<file path="src/rtl/lpms_params.svh">
// Constants for the low-power mode and boost sequencer.
// Assumes a 20 MHz ref_clk; included by the design modules, not by the package.
`ifndef LPMS_PARAMS_SVH
`define LPMS_PARAMS_SVH

// ---------------------------------------------------------------
// Clock and timing
// ---------------------------------------------------------------
`define LPMS_CLK_HZ          20000000
`define LPMS_SLEEP_RESUME_NS 15000
`define LPMS_SLEEP_RESUME_CYC ((`LPMS_SLEEP_RESUME_NS * (`LPMS_CLK_HZ / 1000000) + 999) / 1000)
`define LPMS_HIB_RESUME_MAX_NS 100000
`define LPMS_HIB_RESUME_MAX_CYC ((`LPMS_HIB_RESUME_MAX_NS * (`LPMS_CLK_HZ / 1000000)) / 1000)
`define LPMS_HIB_RESUME_CYC  64
`define LPMS_REFRESH_CYC     2000
`define LPMS_REFRESH_LEN     16

// ---------------------------------------------------------------
// Boost and wake source codes
// ---------------------------------------------------------------
`define LPMS_VSEL_W          6
`define LPMS_VSEL_MAX        6'h20
`define LPMS_VSEL_RESET      6'h00
`define LPMS_BOOST_FSW_HZ    400000
`define LPMS_SRC_W           4
`define LPMS_SRC_PIN         0

`endif

</file>
<file path="src/rtl/lpms_pkg.sv">
// Types for the low-power mode and boost sequencer.
// Assumes nothing beyond the constants header.
`default_nettype none
package lpms_pkg;
    // -----------------------------------------------------------
    // Modes
    // -----------------------------------------------------------
    typedef enum logic [2:0] {
        LPMS_ACTIVE     = 3'b000,
        LPMS_ALT_ACTIVE = 3'b001,
        LPMS_SLEEP      = 3'b010,
        LPMS_SLEEP_WAKE = 3'b011,
        LPMS_HIBERNATE  = 3'b100,
        LPMS_HIB_WAKE   = 3'b101
    } lpms_mode_type;

    typedef enum logic [1:0] {
        LPMS_REQ_ACTIVE = 2'b00,
        LPMS_REQ_ALT    = 2'b01,
        LPMS_REQ_SLEEP  = 2'b10,
        LPMS_REQ_HIB    = 2'b11
    } lpms_req_type;
endpackage : lpms_pkg
`default_nettype wire

</file>
<file path="src/rtl/lpms_wake_mux.sv">
// Combines wakeup sources, interrupts under their enables and resets ungated; the sequencer picks the output per power mode.
// Assumes all inputs synchronous to ref_clk.
`default_nettype none
`include "lpms_params.svh"
module lpms_wake_mux
    import lpms_pkg::*;
#(
    parameter int SRC_W = `LPMS_SRC_W
) (
    input  wire logic [SRC_W-1:0] irq_src,
    input  wire logic [SRC_W-1:0] irq_enable,
    input  wire logic             pin_irq,
    input  wire logic             pin_irq_enable,
    input  wire logic             external_reset_pin_n,
    input  wire logic             watchdog_timer_reset,
    input  wire logic             precise_low_voltage_reset,
    output logic                  wake_any,
    output logic                  wake_pin
);
    logic [SRC_W-1:0] gated;

    // ---------------------------------------------------------------
    // Per-source gating
    // ---------------------------------------------------------------
    for (genvar i = 0; i < SRC_W; i++) begin : g_src
        assign gated[i] = irq_src[i] & irq_enable[i];
    end

    // Pin interrupt, or the reset pin in the sequencer, can wake hibernate
    assign wake_pin = pin_irq & pin_irq_enable;
    // Any enabled interrupt or reset source
    assign wake_any = (|gated) | wake_pin | ~external_reset_pin_n
                      | watchdog_timer_reset | precise_low_voltage_reset;
endmodule : lpms_wake_mux
`default_nettype wire

</file>
<file path="src/rtl/lpms_counter.sv">
// Down counter used for resume intervals and boost refresh timing.
// Assumes a synchronous load and a shared clock enable.
`default_nettype none
`include "lpms_params.svh"
module lpms_counter #(
    parameter int W = 16
) (
    input  wire logic         ref_clk,
    input  wire logic         resetn,
    input  wire logic         clk_en,
    input  wire logic         load,
    input  wire logic [W-1:0] load_val,
    output logic              zero
);
    logic [W-1:0] count;
    logic [W-1:0] next_count;

    initial begin
        if (W < 2) $error("lpms_counter width too small");
    end

    // ---------------------------------------------------------------
    // Next count
    // ---------------------------------------------------------------
    always_comb begin
        next_count = count;
        if (load) begin
            next_count = load_val;
        end else if (count != '0) begin
            next_count = count - W'(1);
        end
    end

    // Register
    always_ff @(posedge ref_clk or negedge resetn) begin
        if (!resetn) begin
            count <= '0;
        end else if (clk_en) begin
            count <= next_count;
        end
    end

    assign zero = (count == '0);
endmodule : lpms_counter
`default_nettype wire

</file>
<file path="src/rtl/lpms_sequencer.sv">
// Low-power mode and boost sequencer: mode FSM, wake handling, boost mode.
// Assumes firmware drives mode requests as one-cycle pulses on ref_clk.
`default_nettype none
`include "lpms_params.svh"
// Behaviour
// Sleep exit waits fixed 15 us resume
// Hibernate retains config and SRAM, rest off
// Hibernate holds GPIO outputs and pin interrupts
// Only pin interrupt leaves hibernate; code also leaves it on external_reset_pin_n low
// Hibernate resume completes under 100 us
// Inputs toggle below 10 kHz in hibernate
// Any enabled wake event returns to active
// Peripheral, supervisor, timewheel, pin interrupts wake
// Timewheel raises periodic wake interrupts
// Reset pin, watchdog, low-voltage reset wake
// Boost voltage code 1.8-5.0 V, 100 mV
// Boost switches at fixed internal 400 kHz
// Boost has active and standby modes
// Chip active means boost active
// Sleep standby boost needs periodic refresh wake
// Hibernate boost only active, discouraged
// Boost supply without fast option uses 12 MHz
// Boot active; wake re-enables processor
// Pending wake aborts low-power entry
module lpms_sequencer
    import lpms_pkg::*;
#(
    parameter int SRC_W       = `LPMS_SRC_W,
    parameter int TW_PERIOD   = 20000,
    parameter int REFRESH_CYC = `LPMS_REFRESH_CYC
) (
    input  wire logic                   ref_clk,
    input  wire logic                   resetn,
    input  wire logic                   clk_en,
    input  wire logic                   mode_req_valid,
    input  wire lpms_req_type           mode_req,
    input  wire logic                   cpu_template_en,
    input  wire logic [SRC_W-1:0]       irq_src,
    input  wire logic [SRC_W-1:0]       irq_enable,
    input  wire logic                   pin_irq,
    input  wire logic                   pin_irq_enable,
    input  wire logic                   timewheel_enable,
    input  wire logic                   external_reset_pin_n,
    input  wire logic                   watchdog_timer_reset,
    input  wire logic                   precise_low_voltage_reset,
    input  wire logic                   boost_sleep_standby,
    input  wire logic                   boost_hib_active,
    input  wire logic [`LPMS_VSEL_W-1:0] boost_vsel_in,
    input  wire logic                   boost_vsel_load,
    input  wire logic                   boost_supplies_chip,
    input  wire logic                   fast_startup_clock_option,
    input  wire logic                   startup_phase,
    input  wire logic [7:0]             gpio_out_in,
    output lpms_mode_type               mode,
    output logic                        cpu_enable,
    output logic                        retain_enable,
    output logic                        func_enable,
    output logic [7:0]                  gpio_out,
    output logic                        pin_irq_cfg_hold,
    output logic                        boost_active,
    output logic [`LPMS_VSEL_W-1:0]     boost_vsel,
    output logic                        boost_osc_internal,
    output logic                        main_internal_oscillator_12mhz,
    output logic                        timewheel_irq,
    output logic                        entry_aborted
);
    localparam int SLP_CYC = `LPMS_SLEEP_RESUME_CYC;
    localparam int HIB_CYC = `LPMS_HIB_RESUME_CYC;
    localparam int HIB_MAX = `LPMS_HIB_RESUME_MAX_CYC;

    initial begin
        if (HIB_CYC >= HIB_MAX) $error("hibernate resume too long");
        if (SRC_W < 1 || TW_PERIOD < 2 || REFRESH_CYC < 2) $error("bad parameter");
    end

    lpms_mode_type               next_mode;
    logic                        next_cpu_enable;
    logic [7:0]                  next_gpio_out;
    logic [`LPMS_VSEL_W-1:0]     next_boost_vsel;
    logic                        next_boost_active;
    logic                        next_entry_aborted;
    logic [15:0]                 tw_count;
    logic [15:0]                 next_tw_count;
    logic                        next_timewheel_irq;
    logic                        wake_any;
    logic                        wake_pin;
    logic                        res_load;
    logic [15:0]                 res_val;
    logic                        res_zero;
    logic                        ref_load;
    logic                        ref_zero;
    logic                        refreshing;
    logic [4:0]                  ref_len;
    logic [4:0]                  next_ref_len;
    logic                        low_power;

    // ---------------------------------------------------------------
    // Submodules
    // ---------------------------------------------------------------
    lpms_wake_mux #(.SRC_W(SRC_W + 1)) u_wake (
        .irq_src                   ({timewheel_irq, irq_src}),
        .irq_enable                ({timewheel_enable, irq_enable}),
        .pin_irq                   (pin_irq),
        .pin_irq_enable            (pin_irq_enable),
        .external_reset_pin_n      (external_reset_pin_n),
        .watchdog_timer_reset      (watchdog_timer_reset),
        .precise_low_voltage_reset (precise_low_voltage_reset),
        .wake_any                  (wake_any),
        .wake_pin                  (wake_pin)
    );

    lpms_counter #(.W(16)) u_resume (
        .ref_clk  (ref_clk),
        .resetn   (resetn),
        .clk_en   (clk_en),
        .load     (res_load),
        .load_val (res_val),
        .zero     (res_zero)
    );

    lpms_counter #(.W(16)) u_refresh (
        .ref_clk  (ref_clk),
        .resetn   (resetn),
        .clk_en   (clk_en),
        .load     (ref_load),
        .load_val (16'(REFRESH_CYC)),
        .zero     (ref_zero)
    );

    assign low_power = (mode == LPMS_SLEEP) || (mode == LPMS_HIBERNATE);

    // ---------------------------------------------------------------
    // Mode state machine
    // ---------------------------------------------------------------
    always_comb begin
        next_mode          = mode;
        next_cpu_enable    = cpu_enable;
        next_entry_aborted = 1'b0;
        res_load           = 1'b0;
        res_val            = 16'(SLP_CYC);
        case (mode)
            LPMS_ACTIVE, LPMS_ALT_ACTIVE: begin
                if (mode_req_valid) begin
                    case (mode_req)
                        LPMS_REQ_ACTIVE: begin
                            next_mode       = LPMS_ACTIVE;
                            next_cpu_enable = cpu_template_en;
                        end
                        LPMS_REQ_ALT: begin
                            next_mode       = LPMS_ALT_ACTIVE;
                            next_cpu_enable = cpu_template_en;
                        end
                        LPMS_REQ_SLEEP: begin
                            if (wake_any) begin
                                next_entry_aborted = 1'b1;
                            end else begin
                                next_mode = LPMS_SLEEP;
                            end
                        end
                        LPMS_REQ_HIB: begin
                            if (wake_pin || wake_any) begin
                                next_entry_aborted = 1'b1;
                            end else begin
                                next_mode = LPMS_HIBERNATE;
                            end
                        end
                        default: next_mode = mode;
                    endcase
                end
            end
            LPMS_SLEEP: begin
                if (wake_any) begin
                    next_mode = LPMS_SLEEP_WAKE;
                    res_load  = 1'b1;
                    res_val   = 16'(SLP_CYC - 1);
                end
            end
            LPMS_SLEEP_WAKE: begin
                if (res_zero) begin
                    next_mode       = LPMS_ACTIVE;
                    next_cpu_enable = 1'b1;
                end
            end
            LPMS_HIBERNATE: begin
                if (wake_pin || !external_reset_pin_n) begin
                    next_mode = LPMS_HIB_WAKE;
                    res_load  = 1'b1;
                    res_val   = 16'(HIB_CYC - 1);
                end
            end
            LPMS_HIB_WAKE: begin
                if (res_zero) begin
                    next_mode       = LPMS_ACTIVE;
                    next_cpu_enable = 1'b1;
                end
            end
            default: begin
                next_mode       = LPMS_ACTIVE;
                next_cpu_enable = 1'b1;
            end
        endcase
    end

    always_ff @(posedge ref_clk or negedge resetn) begin
        if (!resetn) begin
            mode          <= LPMS_ACTIVE;
            cpu_enable    <= 1'b1;
            entry_aborted <= 1'b0;
        end else if (clk_en) begin
            mode          <= next_mode;
            cpu_enable    <= next_cpu_enable;
            entry_aborted <= next_entry_aborted;
        end
    end

    // ---------------------------------------------------------------
    // Retention, GPIO hold and functional gating
    // ---------------------------------------------------------------
    assign retain_enable    = 1'b1;
    assign func_enable      = !low_power;
    assign pin_irq_cfg_hold = (mode == LPMS_HIBERNATE);

    always_comb begin
        next_gpio_out = gpio_out;
        if (mode != LPMS_HIBERNATE) begin
            next_gpio_out = gpio_out_in;
        end
    end

    // GPIO level frozen in hibernate
    always_ff @(posedge ref_clk or negedge resetn) begin
        if (!resetn) begin
            gpio_out <= 8'h00;
        end else if (clk_en) begin
            gpio_out <= next_gpio_out;
        end
    end

    // ---------------------------------------------------------------
    // Central timewheel
    // ---------------------------------------------------------------
    always_comb begin
        next_tw_count      = tw_count + 16'h0001;
        next_timewheel_irq = 1'b0;
        if (tw_count >= 16'(TW_PERIOD - 1)) begin
            next_tw_count      = 16'h0000;
            next_timewheel_irq = 1'b1;
        end
    end

    always_ff @(posedge ref_clk or negedge resetn) begin
        if (!resetn) begin
            tw_count      <= 16'h0000;
            timewheel_irq <= 1'b0;
        end else if (clk_en) begin
            tw_count      <= next_tw_count;
            timewheel_irq <= next_timewheel_irq;
        end
    end

    // ---------------------------------------------------------------
    // Boost mode, refresh and voltage code
    // ---------------------------------------------------------------
    assign refreshing = (ref_len != 5'h00);
    assign ref_load   = (mode != LPMS_SLEEP) || !boost_sleep_standby || ref_zero;

    always_comb begin
        next_ref_len = refreshing ? ref_len - 5'h01 : 5'h00;
        if (mode == LPMS_SLEEP && boost_sleep_standby && ref_zero) begin
            next_ref_len = 5'(`LPMS_REFRESH_LEN);
        end
        case (mode)
            LPMS_SLEEP:     next_boost_active = !boost_sleep_standby || refreshing;
            LPMS_HIBERNATE: next_boost_active = boost_hib_active;
            default:        next_boost_active = 1'b1;
        endcase
        next_boost_vsel = boost_vsel;
        if (boost_vsel_load && boost_vsel_in <= `LPMS_VSEL_MAX) begin
            next_boost_vsel = boost_vsel_in;
        end
    end

    always_ff @(posedge ref_clk or negedge resetn) begin
        if (!resetn) begin
            boost_active <= 1'b1;
            boost_vsel   <= `LPMS_VSEL_RESET;
            ref_len      <= 5'h00;
        end else if (clk_en) begin
            boost_active <= next_boost_active;
            boost_vsel   <= next_boost_vsel;
            ref_len      <= next_ref_len;
        end
    end

    assign boost_osc_internal = 1'b1;
    assign main_internal_oscillator_12mhz =
        boost_supplies_chip && !fast_startup_clock_option && startup_phase;

    // ---------------------------------------------------------------
    // Checks
    // ---------------------------------------------------------------
    // Cycles spent resuming from hibernate; bounds the resume time
    logic [15:0] hib_wait;
    always_ff @(posedge ref_clk or negedge resetn) begin
        if (!resetn) begin
            hib_wait <= 16'h0000;
        end else if (clk_en) begin
            hib_wait <= (mode == LPMS_HIB_WAKE) ? hib_wait + 16'h0001 : 16'h0000;
        end
    end

    chk_sleep_resume_len: assert property (@(posedge ref_clk) disable iff (!resetn)
        (mode == LPMS_SLEEP && wake_any && clk_en) ##1 (mode == LPMS_SLEEP_WAKE)
        |-> (mode != LPMS_ACTIVE) [*8] or !clk_en [*1])
        else $error("sleep resume too short");
    chk_hib_exit_only: assert property (@(posedge ref_clk) disable iff (!resetn)
        (mode == LPMS_HIBERNATE && !wake_pin && external_reset_pin_n && clk_en)
        |=> (mode == LPMS_HIBERNATE))
        else $error("hibernate left without pin");
    chk_hib_resume_max: assert property (@(posedge ref_clk) disable iff (!resetn)
        hib_wait < 16'(HIB_MAX))
        else $error("hibernate resume too slow");
    chk_boost_active_run: assert property (@(posedge ref_clk) disable iff (!resetn)
        $past(mode == LPMS_ACTIVE || mode == LPMS_ALT_ACTIVE) && $past(clk_en)
        |-> boost_active)
        else $error("boost not active in active");
    chk_gpio_hold: assert property (@(posedge ref_clk) disable iff (!resetn)
        (mode == LPMS_HIBERNATE) ##1 (mode == LPMS_HIBERNATE) |-> $stable(gpio_out))
        else $error("gpio changed in hibernate");
    chk_pending_abort: assert property (@(posedge ref_clk) disable iff (!resetn)
        (mode == LPMS_ACTIVE && mode_req_valid && mode_req[1]
         && wake_any && clk_en) |=> (mode == LPMS_ACTIVE && entry_aborted))
        else $error("entry not aborted");
    chk_wake_cpu_on: assert property (@(posedge ref_clk) disable iff (!resetn)
        (mode == LPMS_SLEEP_WAKE && res_zero && clk_en) |=> (mode == LPMS_ACTIVE && cpu_enable))
        else $error("cpu not re-enabled");
    chk_vsel_range: assert property (@(posedge ref_clk) disable iff (!resetn)
        boost_vsel <= `LPMS_VSEL_MAX)
        else $error("boost code out of range");
endmodule : lpms_sequencer
`default_nettype wire

</file>
<file path="config.mk">
export PLATFORM = sky130hd
export DESIGN_NAME = lpms_sequencer
export DESIGN_NICKNAME = d
export VERILOG_FILES = /design/src/rtl/lpms_pkg.sv /design/src/rtl/lpms_wake_mux.sv /design/src/rtl/lpms_counter.sv /design/src/rtl/lpms_sequencer.sv
export VERILOG_INCLUDE_DIRS = /design/src /design/src/rtl
export SDC_FILE = /design/constraint.sdc
export NUM_CORES = 1
export LEC_CHECK = 0
export ABC_AREA = 1
export BUFFER_PORTS_ARGS = -buffer_cell sky130_fd_sc_hd__buf_2
export CAP_MARGIN = 20
export CORE_UTILIZATION = 53
export CTS_CLUSTER_DIAMETER = 120
export DETAILED_ROUTE_END_ITERATION = 10
export GPL_ROUTABILITY_DRIVEN = 0
export GPL_TIMING_DRIVEN = 0
export MAX_ROUTING_LAYER = met4
export PLACE_DENSITY = 0.78
export SLEW_MARGIN = 20
export SYNTH_ARGS = -nofsm -noshare
export SYNTH_HDL_FRONTEND = slang
export SYNTH_HIERARCHICAL = 1
export SYNTH_SLANG_ARGS = --single-unit
</file>
<file path="constraint.sdc">
create_clock -name ref_clk -period 2.3 [get_ports ref_clk]
set_input_delay 0.115 -clock ref_clk [delete_from_list [all_inputs] [get_ports ref_clk]]
set_output_delay 0.115 -clock ref_clk [all_outputs]
set_load 0.02 [all_outputs]
</file>
# --- Word-level counts from Yosys, hierarchy flattened ---
# Index checks and enable logic that the tools add are counted.
word_totals:
  register_bits: 74
  output_inout_bits: 26
  wordCells: 112
classes:
  add_sub_neg: 4
  order_cmp: 2
  eq_ne: 17
  n_mux: 31
  n_bitwise: 12
  reduce_logical: 35
ops:
  columns: ["op", "count"]
  rows:
  - ["$mux W16", 5]
  - ["$logic_not A16 Y1", 2]
  - ["$reduce_bool A16 Y1", 2]
  - ["$sub A16 B1 Y16 const B", 2]
  - ["$pmux W3 S4", 2]
  - ["$mux W3", 7]
  - ["$pmux W9 S2", 1]
  - ["$add A16 B1 Y16 const B", 1]
  - ["$ge A16 B15 Y1 const B", 1]
  - ["$mux W5", 2]
  - ["$mux W1", 9]
  - ["$mux W9", 1]
  - ["$ne A3 B3 Y1 const B", 3]
  - ["$reduce_and A2 Y1", 4]
  - ["$reduce_or A2 Y1", 4]
  - ["$reduce_and A7 Y1", 1]
  - ["$and A1 B1 Y1", 6]
  - ["$eq A3 B2 Y1 const B", 2]
  - ["$eq A3 B3 Y1 const B", 2]
  - ["$le A6 B6 Y1 const B", 1]
  - ["$logic_or A1 B1 Y1", 6]
  - ["$ne A2 B2 Y1 const B", 3]
  - ["$pmux W1 S2", 3]
  - ["$logic_and A1 B1 Y1", 5]
  - ["16 further kinds", 26]

# --- Logic depth before layout (Yosys ltp) ---
# Gate-level depths: netlist (run 1).
depth:
  ltp_word: 11
  mapped_depth: 16
  depth_no_buf: 15

# --- By module ---
# The synthesis (run 1) kept the hierarchy.
by_module_without_submodules:
  columns: ["module", "instances", "cells_each", "area_per_inst_um2", "seq_area_each_um2"]
  rows:
  - ["lpms_counter", 2, 184, 1209.9, 400.4]
  - ["lpms_sequencer", 1, 295, 2301.0, 1053.5]
  - ["lpms_wake_mux", 1, 16, 61.3, 0.0]

# --- Worst setup path after synthesis (run 1) ---
# OpenSTA, ideal clock, no wires.
synth_timing:
  path_kind: "reg2reg"
  startpoint: "register u_refresh.count[0]"
  endpoint: "register u_refresh.count[11]"
  setup_time_ps: 123
  arrival_time_ps: 2171
  t_required_ps: 2177
  path_slack_ps: 6
  stages_incl_launch_ff: 15
  synth_period_minus_slack_ps: 2294
  path_cell_list: "dfrtp_1 > inv_1 > ha_1 > nand2_1 > nor2_1 > nand2_1 > nor2_1 > nand2_1 > nor2_1 > nand3b_1 > inv_2 > or2_2 > a21boi_0 > o21ai_0 > nand2_1"
synth_between:
  elab_chain_cells: 4
synth_lines:
  columns: ["element", "line_no", "source"]
  rows:
  - ["start: declaration", "lpms_counter.sv:15", "logic [W-1:0] count;"]
  - ["start signal: assignment", "lpms_counter.sv:39", "count <= next_count;"]
  - ["$logic_not A16 Y1 (*)", "lpms_counter.sv:43", "assign zero = (count == '0);"]
  - ["named net ref_zero", "lpms_sequencer.sv:91", "logic ref_zero;"]
  - ["$logic_or A1 B1 Y1 (*)", "lpms_sequencer.sv:265", "assign ref_load = (mode != LPMS_SLEEP) || !boost_sleep_standby || ref_zero;"]
  - ["named net ref_load", "lpms_sequencer.sv:90", "logic ref_load;"]
  - ["$reduce_bool A2 Y1 (no source line)", null, null]
  - ["$reduce_and A2 Y1 (no source line)", null, null]
# Mark *: on every way through the listed nets, which the timed path passes. The rest lies on a longest branch. The select of a mux whose other input is x is not followed.
# A chain may end at the register's enable or synchronous reset.

# --- Final worst setup path (run 1) ---
layout_timing:
  startpoint: "register u_refresh.count[1]"
  endpoint: "register u_refresh.count[11]"
# Same word-level chain as after synthesis.

==> results of run 1 <==
[synth_stat cells (3+ instances only)]
master      n
xnor2_1     3
a21boi_0    4
buf_2       3
nor2_2     20
nand3_1    49
inv_2       4
or2_2       6
o21ai_0    43
dfrtp_1    72
ha_1        4
buf_4       3
nor2_4      6
a21oi_1     9
nand3b_1    5
buf_6       6
nand2_1   218
nor3_1      3
nand4_1     8
inv_1      55
o21bai_1    7
nor2_1     99
nand2_2     7
xor2_1      7
clkbuf_1    3
nand3_2     7
mux2_2      8
[metrics by stage]
stage	total power (W)	util	setup WS [ns]	cells	TNS [ns]
CTS	0.00547	0.659	0.0147	914	0
global placement	0.00424	0.612	-0.372	878	-4.21
global route	0.00594	0.666	-0.0148	916	-0.0148
detailed placement	0.00434	0.616	-0.439	879	-5.16
floorplan	0.00375	-	0.00585	706	0
finish	0.00550	0.666	0.112	916	0
[tightest hold or removal path, cell delays in order]
cell and delay (ns):
buf_2 0.10, inv_1 0.04, o21ai_0 0.07
[sequential cells by signal (all words and copies together), names as in the netlist, 3 cells and up]
name and count:
boost_vsel 6, ref_len 5, u_refresh/count 16, mode 3, tw_count 16, gpio_out 8, u_resume/count 16
[per-layer routing]
| metal | track usage | up-vias |
|---|---|---|
| li1 | - | 2379 |
| met1 | 0.278 | 2130 |
| met2 | 0.452 | 92 |
| met3 | 0.0289 | 25 |
| met4 | 0.101 | 0 |
| met5 | - | - |
[where the power goes]
group	leakage, nW	total (W)	internal [W]	switching, W
logic	1.90	0.00237	0.000922	0.00144
registers	0.915	0.00209	0.00170	0.000391
clock network	0.105	0.00105	0.000555	0.000495
[cells by family after synthesis]
group / count (synthesis) / synth area share
DFF: 74 / 0.388
AOI/OAI and AO/OA: 71 / 0.0837
muxes: 9 / 0.0209
other: 2 / 0.00157
adders and majority gates: 4 / 0.0105
xor gates and xnor gates: 10 / 0.0183
buffers and inverters: 77 / 0.0764
and+or+nand+nor: 432 / 0.401
[final cells by class]
type / count / share of cell area
Inverter: 61 / 0.0403
Tap cell: 108 / 0.0233
Sequential cell: 74 / 0.319
Multi-Input combinational cell: 555 / 0.468
Clock inverter: 5 / 0.00905
Timing Repair Buffer: 86 / 0.0913
Clock buffer: 11 / 0.0261
Buffer: 16 / 0.0233
[repair_timing]
| item | 4_1_cts | 5_1_grt |
|---|---|---|
| endpoints found under the hold margin | 34 | 0 |
| hold buffers | 9 | 0 |
| gates resized for setup | 8 | 15 |
| setup endpoints to repair | 16 | 27 |
| pin swaps | 5 | 3 |
| buffers inserted | 10 | 2 |
[final timing paths]
| check | startpoint | cells after the start | end | slack [ns] |
|---|---|---|---|---|
| setup / recovery | u_refresh/count[1] | 14 | u_refresh/count[11] | 0.11 |
| max in group asynchronous | resetn | 3 | u_refresh/count[1] | 1.51 |
| min in group asynchronous | resetn | 2 | u_resume/count[12] | 0.23 |
| setup reg to reg | u_refresh/count[1] | 14 | u_refresh/count[11] | 0.11 |
| hold / removal | boost_vsel_in[5] | 3 | boost_vsel[5] | 0.03 |
| hold reg to reg | cpu_enable | 2 | cpu_enable | 0.49 |
==> impl_metrics.json, run 1 <==
{
  "status": "complete, no violations",
  "wl_um": 11000,
  "dr.max_layer_used": "met4",
  "cellLeakagePower_nw": 2.92,
  "drv_cap": 0,
  "dr.pass1.iters": 5,
  "layout.cells.most_common": "nand2_1",
  "grt_pass1_vias": 4386,
  "cp.arrival_ns": 2.42,
  "cts_tree": "built",
  "critPathMaxFanout": 3,
  "wl_met1_um": 4850,
  "ys.flop_type": "dfrtp_1",
  "slowest_delay_ns": 0.39,
  "drive_gt1_frac": 0.234,
  "cp.required_ns": 2.54,
  "yosys-top-cells-area": "dfrtp_1 (38%), nand2_1 (17%), nor2_1 (7.8%)",
  "finalSetupViolations": 0,
  "worstSetupPathType": "reg -> reg",
  "ys_seq_elements": 74,
  "seq_area_mm2": 0.00185,
  "syn_inst": 679,
  "vdd_ir_drop_max_mv": 0.449,
  "die_area_mm2": 0.00941,
  "wl_met2_um": 5620,
  "avgViaCountPerCell": 5.05,
  "period_minus_slack_ns": 2.19,
  "ys_seq_area_frac": 0.388,
  "synth_top_area_frac": 0.377,
  "worstHoldPathType": "in -> reg",
  "drt_iter0_markers": 169,
  "synth.cell_area_mm2": 0.00478,
  "multi_input_comb_area_mm2": 0.00272,
  "met3WireLength_um": 319,
  "power.density_mw_per_mm2": 948,
  "cts_root_buf": "clkbuf_8",
  "antenna_cells": 0,
  "clockBufferDepth": 2,
  "drv_slew": 0,
  "finalCritPeriodShare": 0.951,
  "layout.nets": 848,
  "vias": 4626,
  "track_usage": 0.250,
  "avgSynthCellArea_um2": 7.04,
  "drt.antenna.violating_nets": 0,
  "hold_violations": 0,
  "wl_per_cell_um": 12.1,
  "synth_warnings": 6,
  "clk_pin_slew_worst_paths_ns": 0.07,
  "hpwlAfterDp_um": 7870,
  "hold_ws_ns": 0.0262,
  "synth.distinct_cells": 37,
  "io_buffers": 64,
  "route.detailed.drc": 0,
  "cts_num_sinks": 74,
  "synth-edff-count": 0,
  "slowest_stage": "dfrtp_1",
  "htree_levels": 3,
  "mostFrequentLayoutCells": "nand2_1 (214), nor2_1 (92), dfrtp_1 (72)",
  "yosys.area.top_type": "dfrtp_1",
  "die_h_um": 97.0,
  "crit_chain": "inv_2 > ha_4 > nand2_2 > nor2_4 > nand2_2 > nor2_4 > nand2_1 > nor2_2 > nand3b_1 > inv_2 > or2_2 > a21boi_0 > o21ai_1 > nand2_1",
  "rows": 34,
  "coreArea_mm2": 0.00872,
  "grt_start_max_net_pins": 49,
  "io_pins": 67,
  "design_area_mm2": 0.00581,
  "grt_pass1_wl_um": 18800,
  "fillCellCount": 729,
  "insertion_delay_ns": 0.35,
  "path_delay_family": "simple AND/OR/NAND/NOR gates",
  "post_dp_cell_area_mm2": 0.00537,
  "die_w_um": 97.0,
  "antenna_found_initial": 0,
  "initial_core_util": 0.548,
  "cp-start-kind": "flip-flop",
  "fin_skew_ns": 0.00842,
  "syn_to_final_growth_pct": 21.5,
  "cts_buffers": 9,
  "crit_buf_inv": 2,
  "max_freq_mhz": 457,
  "crit_path_end_kind": "flip-flop",
  "async_reset_ff_frac": 1.00,
  "grt_overflow": 0
}
Note: power is estimated with default switching activity, not from simulation.
==> run 2, diff against run 1 <==
Settings changed: CORE_MARGIN set to 3.
Clock period 2.3 ns to 1.85 ns, I/O delays scaled along.
==> run 2 against run 1 <==
Net effect:
- the run now ends with setup timing left
- clock power rose by 36%
- clock skew fell by 0.0017 ns
- clock-buffer cell count fell by 2
- cell count rose by 4.1%
==> impl_metrics.json, run 2 (synthesis results as in run 1) <==
{
  "max_freq_mhz": 441,
  "grt_overflow": 0,
  "die_h_um": 101,
  "finalSetupViolations": 30,
  "io_buffers": 64,
  "worstHoldPathType": "in -> reg",
  "cp.required_ns": 2.14,
  "period_minus_slack_ns": 2.27,
  "vdd_ir_drop_max_mv": 0.875,
  "cellLeakagePower_nw": 3.18,
  "cts_tree": "built",
  "grt_pass1_wl_um": 21700,
  "hpwlAfterDp_um": 8510,
  "grt_start_max_net_pins": 55,
  "wl_um": 13700,
  "drt.antenna.violating_nets": 0,
  "grt_pass1_vias": 4871,
  "coreArea_mm2": 0.00876,
  "track_usage": 0.272,
  "largestRegisters": "tw_count: 16 flops, u_refresh/count: 16 flops, u_resume/count: 16 flops",
  "seq_area_mm2": 0.00186,
  "slowest_stage": "dfrtp_1",
  "cts_num_sinks": 74,
  "finalCritPeriodShare": 1.22,
  "avgViaCountPerCell": 5.27,
  "clockBufferDepth": 2,
  "syn_to_final_growth_pct": 33.9,
  "slowest_delay_ns": 0.40,
  "crit_chain": "inv_2 > ha_4 > nand2_4 > nor2_4 > nand2_2 > nor2_4 > nand2_2 > nor2_4 > nand3b_1 > inv_2 > nand3_4 > nand2_8 > inv_8 > buf_12 > buf_8 > nand3_2 > nand2_1",
  "cts_root_buf": "clkbuf_8",
  "power.density_mw_per_mm2": 1190,
  "rows": 34,
  "p_total_w": 0.00759,
  "crit_buf_inv": 5,
  "drv_cap": 0,
  "worstSetupPathType": "reg -> reg",
  "cp.depth": 17,
  "cp-start-kind": "flip-flop",
  "dr.pass1.iters": 5,
  "hold_violations": 0,
  "mostFrequentLayoutCells": "nand2_1 (202), nor2_1 (87), dfrtp_1 (69)",
  "multi_input_comb_area_mm2": 0.00289,
  "route.detailed.drc": 0,
  "die_area_mm2": 0.0102,
  "path_delay_family": "simple AND/OR/NAND/NOR gates",
  "insertion_delay_ns": 0.35,
  "htree_levels": 3,
  "crit_path_end_kind": "flip-flop",
  "status": "complete, but fails checks",
  "antenna_cells": 0,
  "finalSetupTns_ns": -6.50,
  "initial_core_util": 0.546,
  "fillCellCount": 630,
  "die_w_um": 101,
  "critPathMaxFanout": 8,
  "cts_buffers": 9,
  "layout.cells.most_common": "nand2_1",
  "antenna_found_initial": 0,
  "layout.nets": 886,
  "finalWorstSetupSlack_ns": -0.416,
  "drive_gt1_frac": 0.306,
  "reg2regPathDepth": 17,
  "crit_top_cell": "nor2_4",
  "hold_depth": 3,
  "violations": "setup timing",
  "clk_pin_slew_worst_paths_ns": 0.08,
  "rsz0062_at_grt": "yes",
  "io_pins": 67,
  "wl_per_cell_um": 14.4,
  "fin_skew_ns": 0.00668,
  "drv_slew": 0,
  "cp.arrival_ns": 2.56,
  "vias": 5025,
  "place_ws_ns": -0.759,
  "drt_iter0_markers": 331
}
run 2: changes by cell type in the layout (fill, tap and decap cells not counted), moves of 4 or more:
cell,change
buf_8,+4
o21ai_2,+4
nand2_1,-12
nand2_2,+8
o21ai_0,-6
buf_4,+29
nand3_1,-5
nor2_1,-5
nor2_4,+4
run 2: final timing paths:
path / start / endpoint / slack, ns
setup / recovery: u_refresh/count[1] / u_refresh/count[6] / -0.42
hold / removal: mode_req_valid / entry_aborted / 0.02
setup reg to reg: u_refresh/count[1] / u_refresh/count[6] / -0.42
hold reg to reg: cpu_enable / cpu_enable / 0.47
max in group asynchronous: resetn / boost_active / 1.06
min in group asynchronous: resetn / u_resume/count[5] / 0.17
run 2: report_power, final:
part	leakage, nW	switching [W]	internal [W]
combinational	2.17	0.00207	0.00146
clock	0.106	0.000655	0.000771
sequential	0.911	0.000526	0.00211
total	3.18	0.00325	0.00434
run 2: layout make-up:
class / instances / area share
clock buffer: 9 / 0.0194
tap: 108 / 0.0211
timing repair buffer: 124 / 0.139
multi-input combinational: 555 / 0.451
buffer: 16 / 0.0260
sequential: 74 / 0.290
inverter: 61 / 0.0373
clock inverter: 7 / 0.0158
run 2: metal layers:
layer | track usage | share of wire | vias to the layer above
met2 | 0.460 | 0.51 | 198
met1 | 0.325 | 0.39 | 2341
met4 | 0.115 | 0.029 | 0
met5 | - | 0 | -
li1 | - | - | 2442
met3 | 0.0401 | 0.068 | 44
run 2: what timing repair did:
| item | 4_1_cts | 5_1_grt |
|---|---|---|
| setup buffers | 36 | 12 |
| setup endpoints to repair | 39 | 38 |
| hold endpoints to repair | 58 | 0 |
| resized for setup | 38 | 30 |
| gates cloned | 2 | 1 |
| pin swaps | 10 | 20 |
| hold buffers | 10 | 0 |
run 2: through the flow:
stage	utilization	area [µm²]	hold slack, ns	cells
4_1_cts	0.710	6230	0.00907	943
6_report	0.730	6400	0.0188	954
5_1_grt	0.730	6400	0.00500	954
2_1_floorplan	-	4940	-0.203	706
3_3_place_gp	0.616	5400	0.325	878
3_5_place_dp	0.620	5430	0.0212	879
run 2: tightest hold or removal path: stages:
cell and delay, ns:
buf_2 0.09, nand2_1 0.05, o21ai_0 0.08
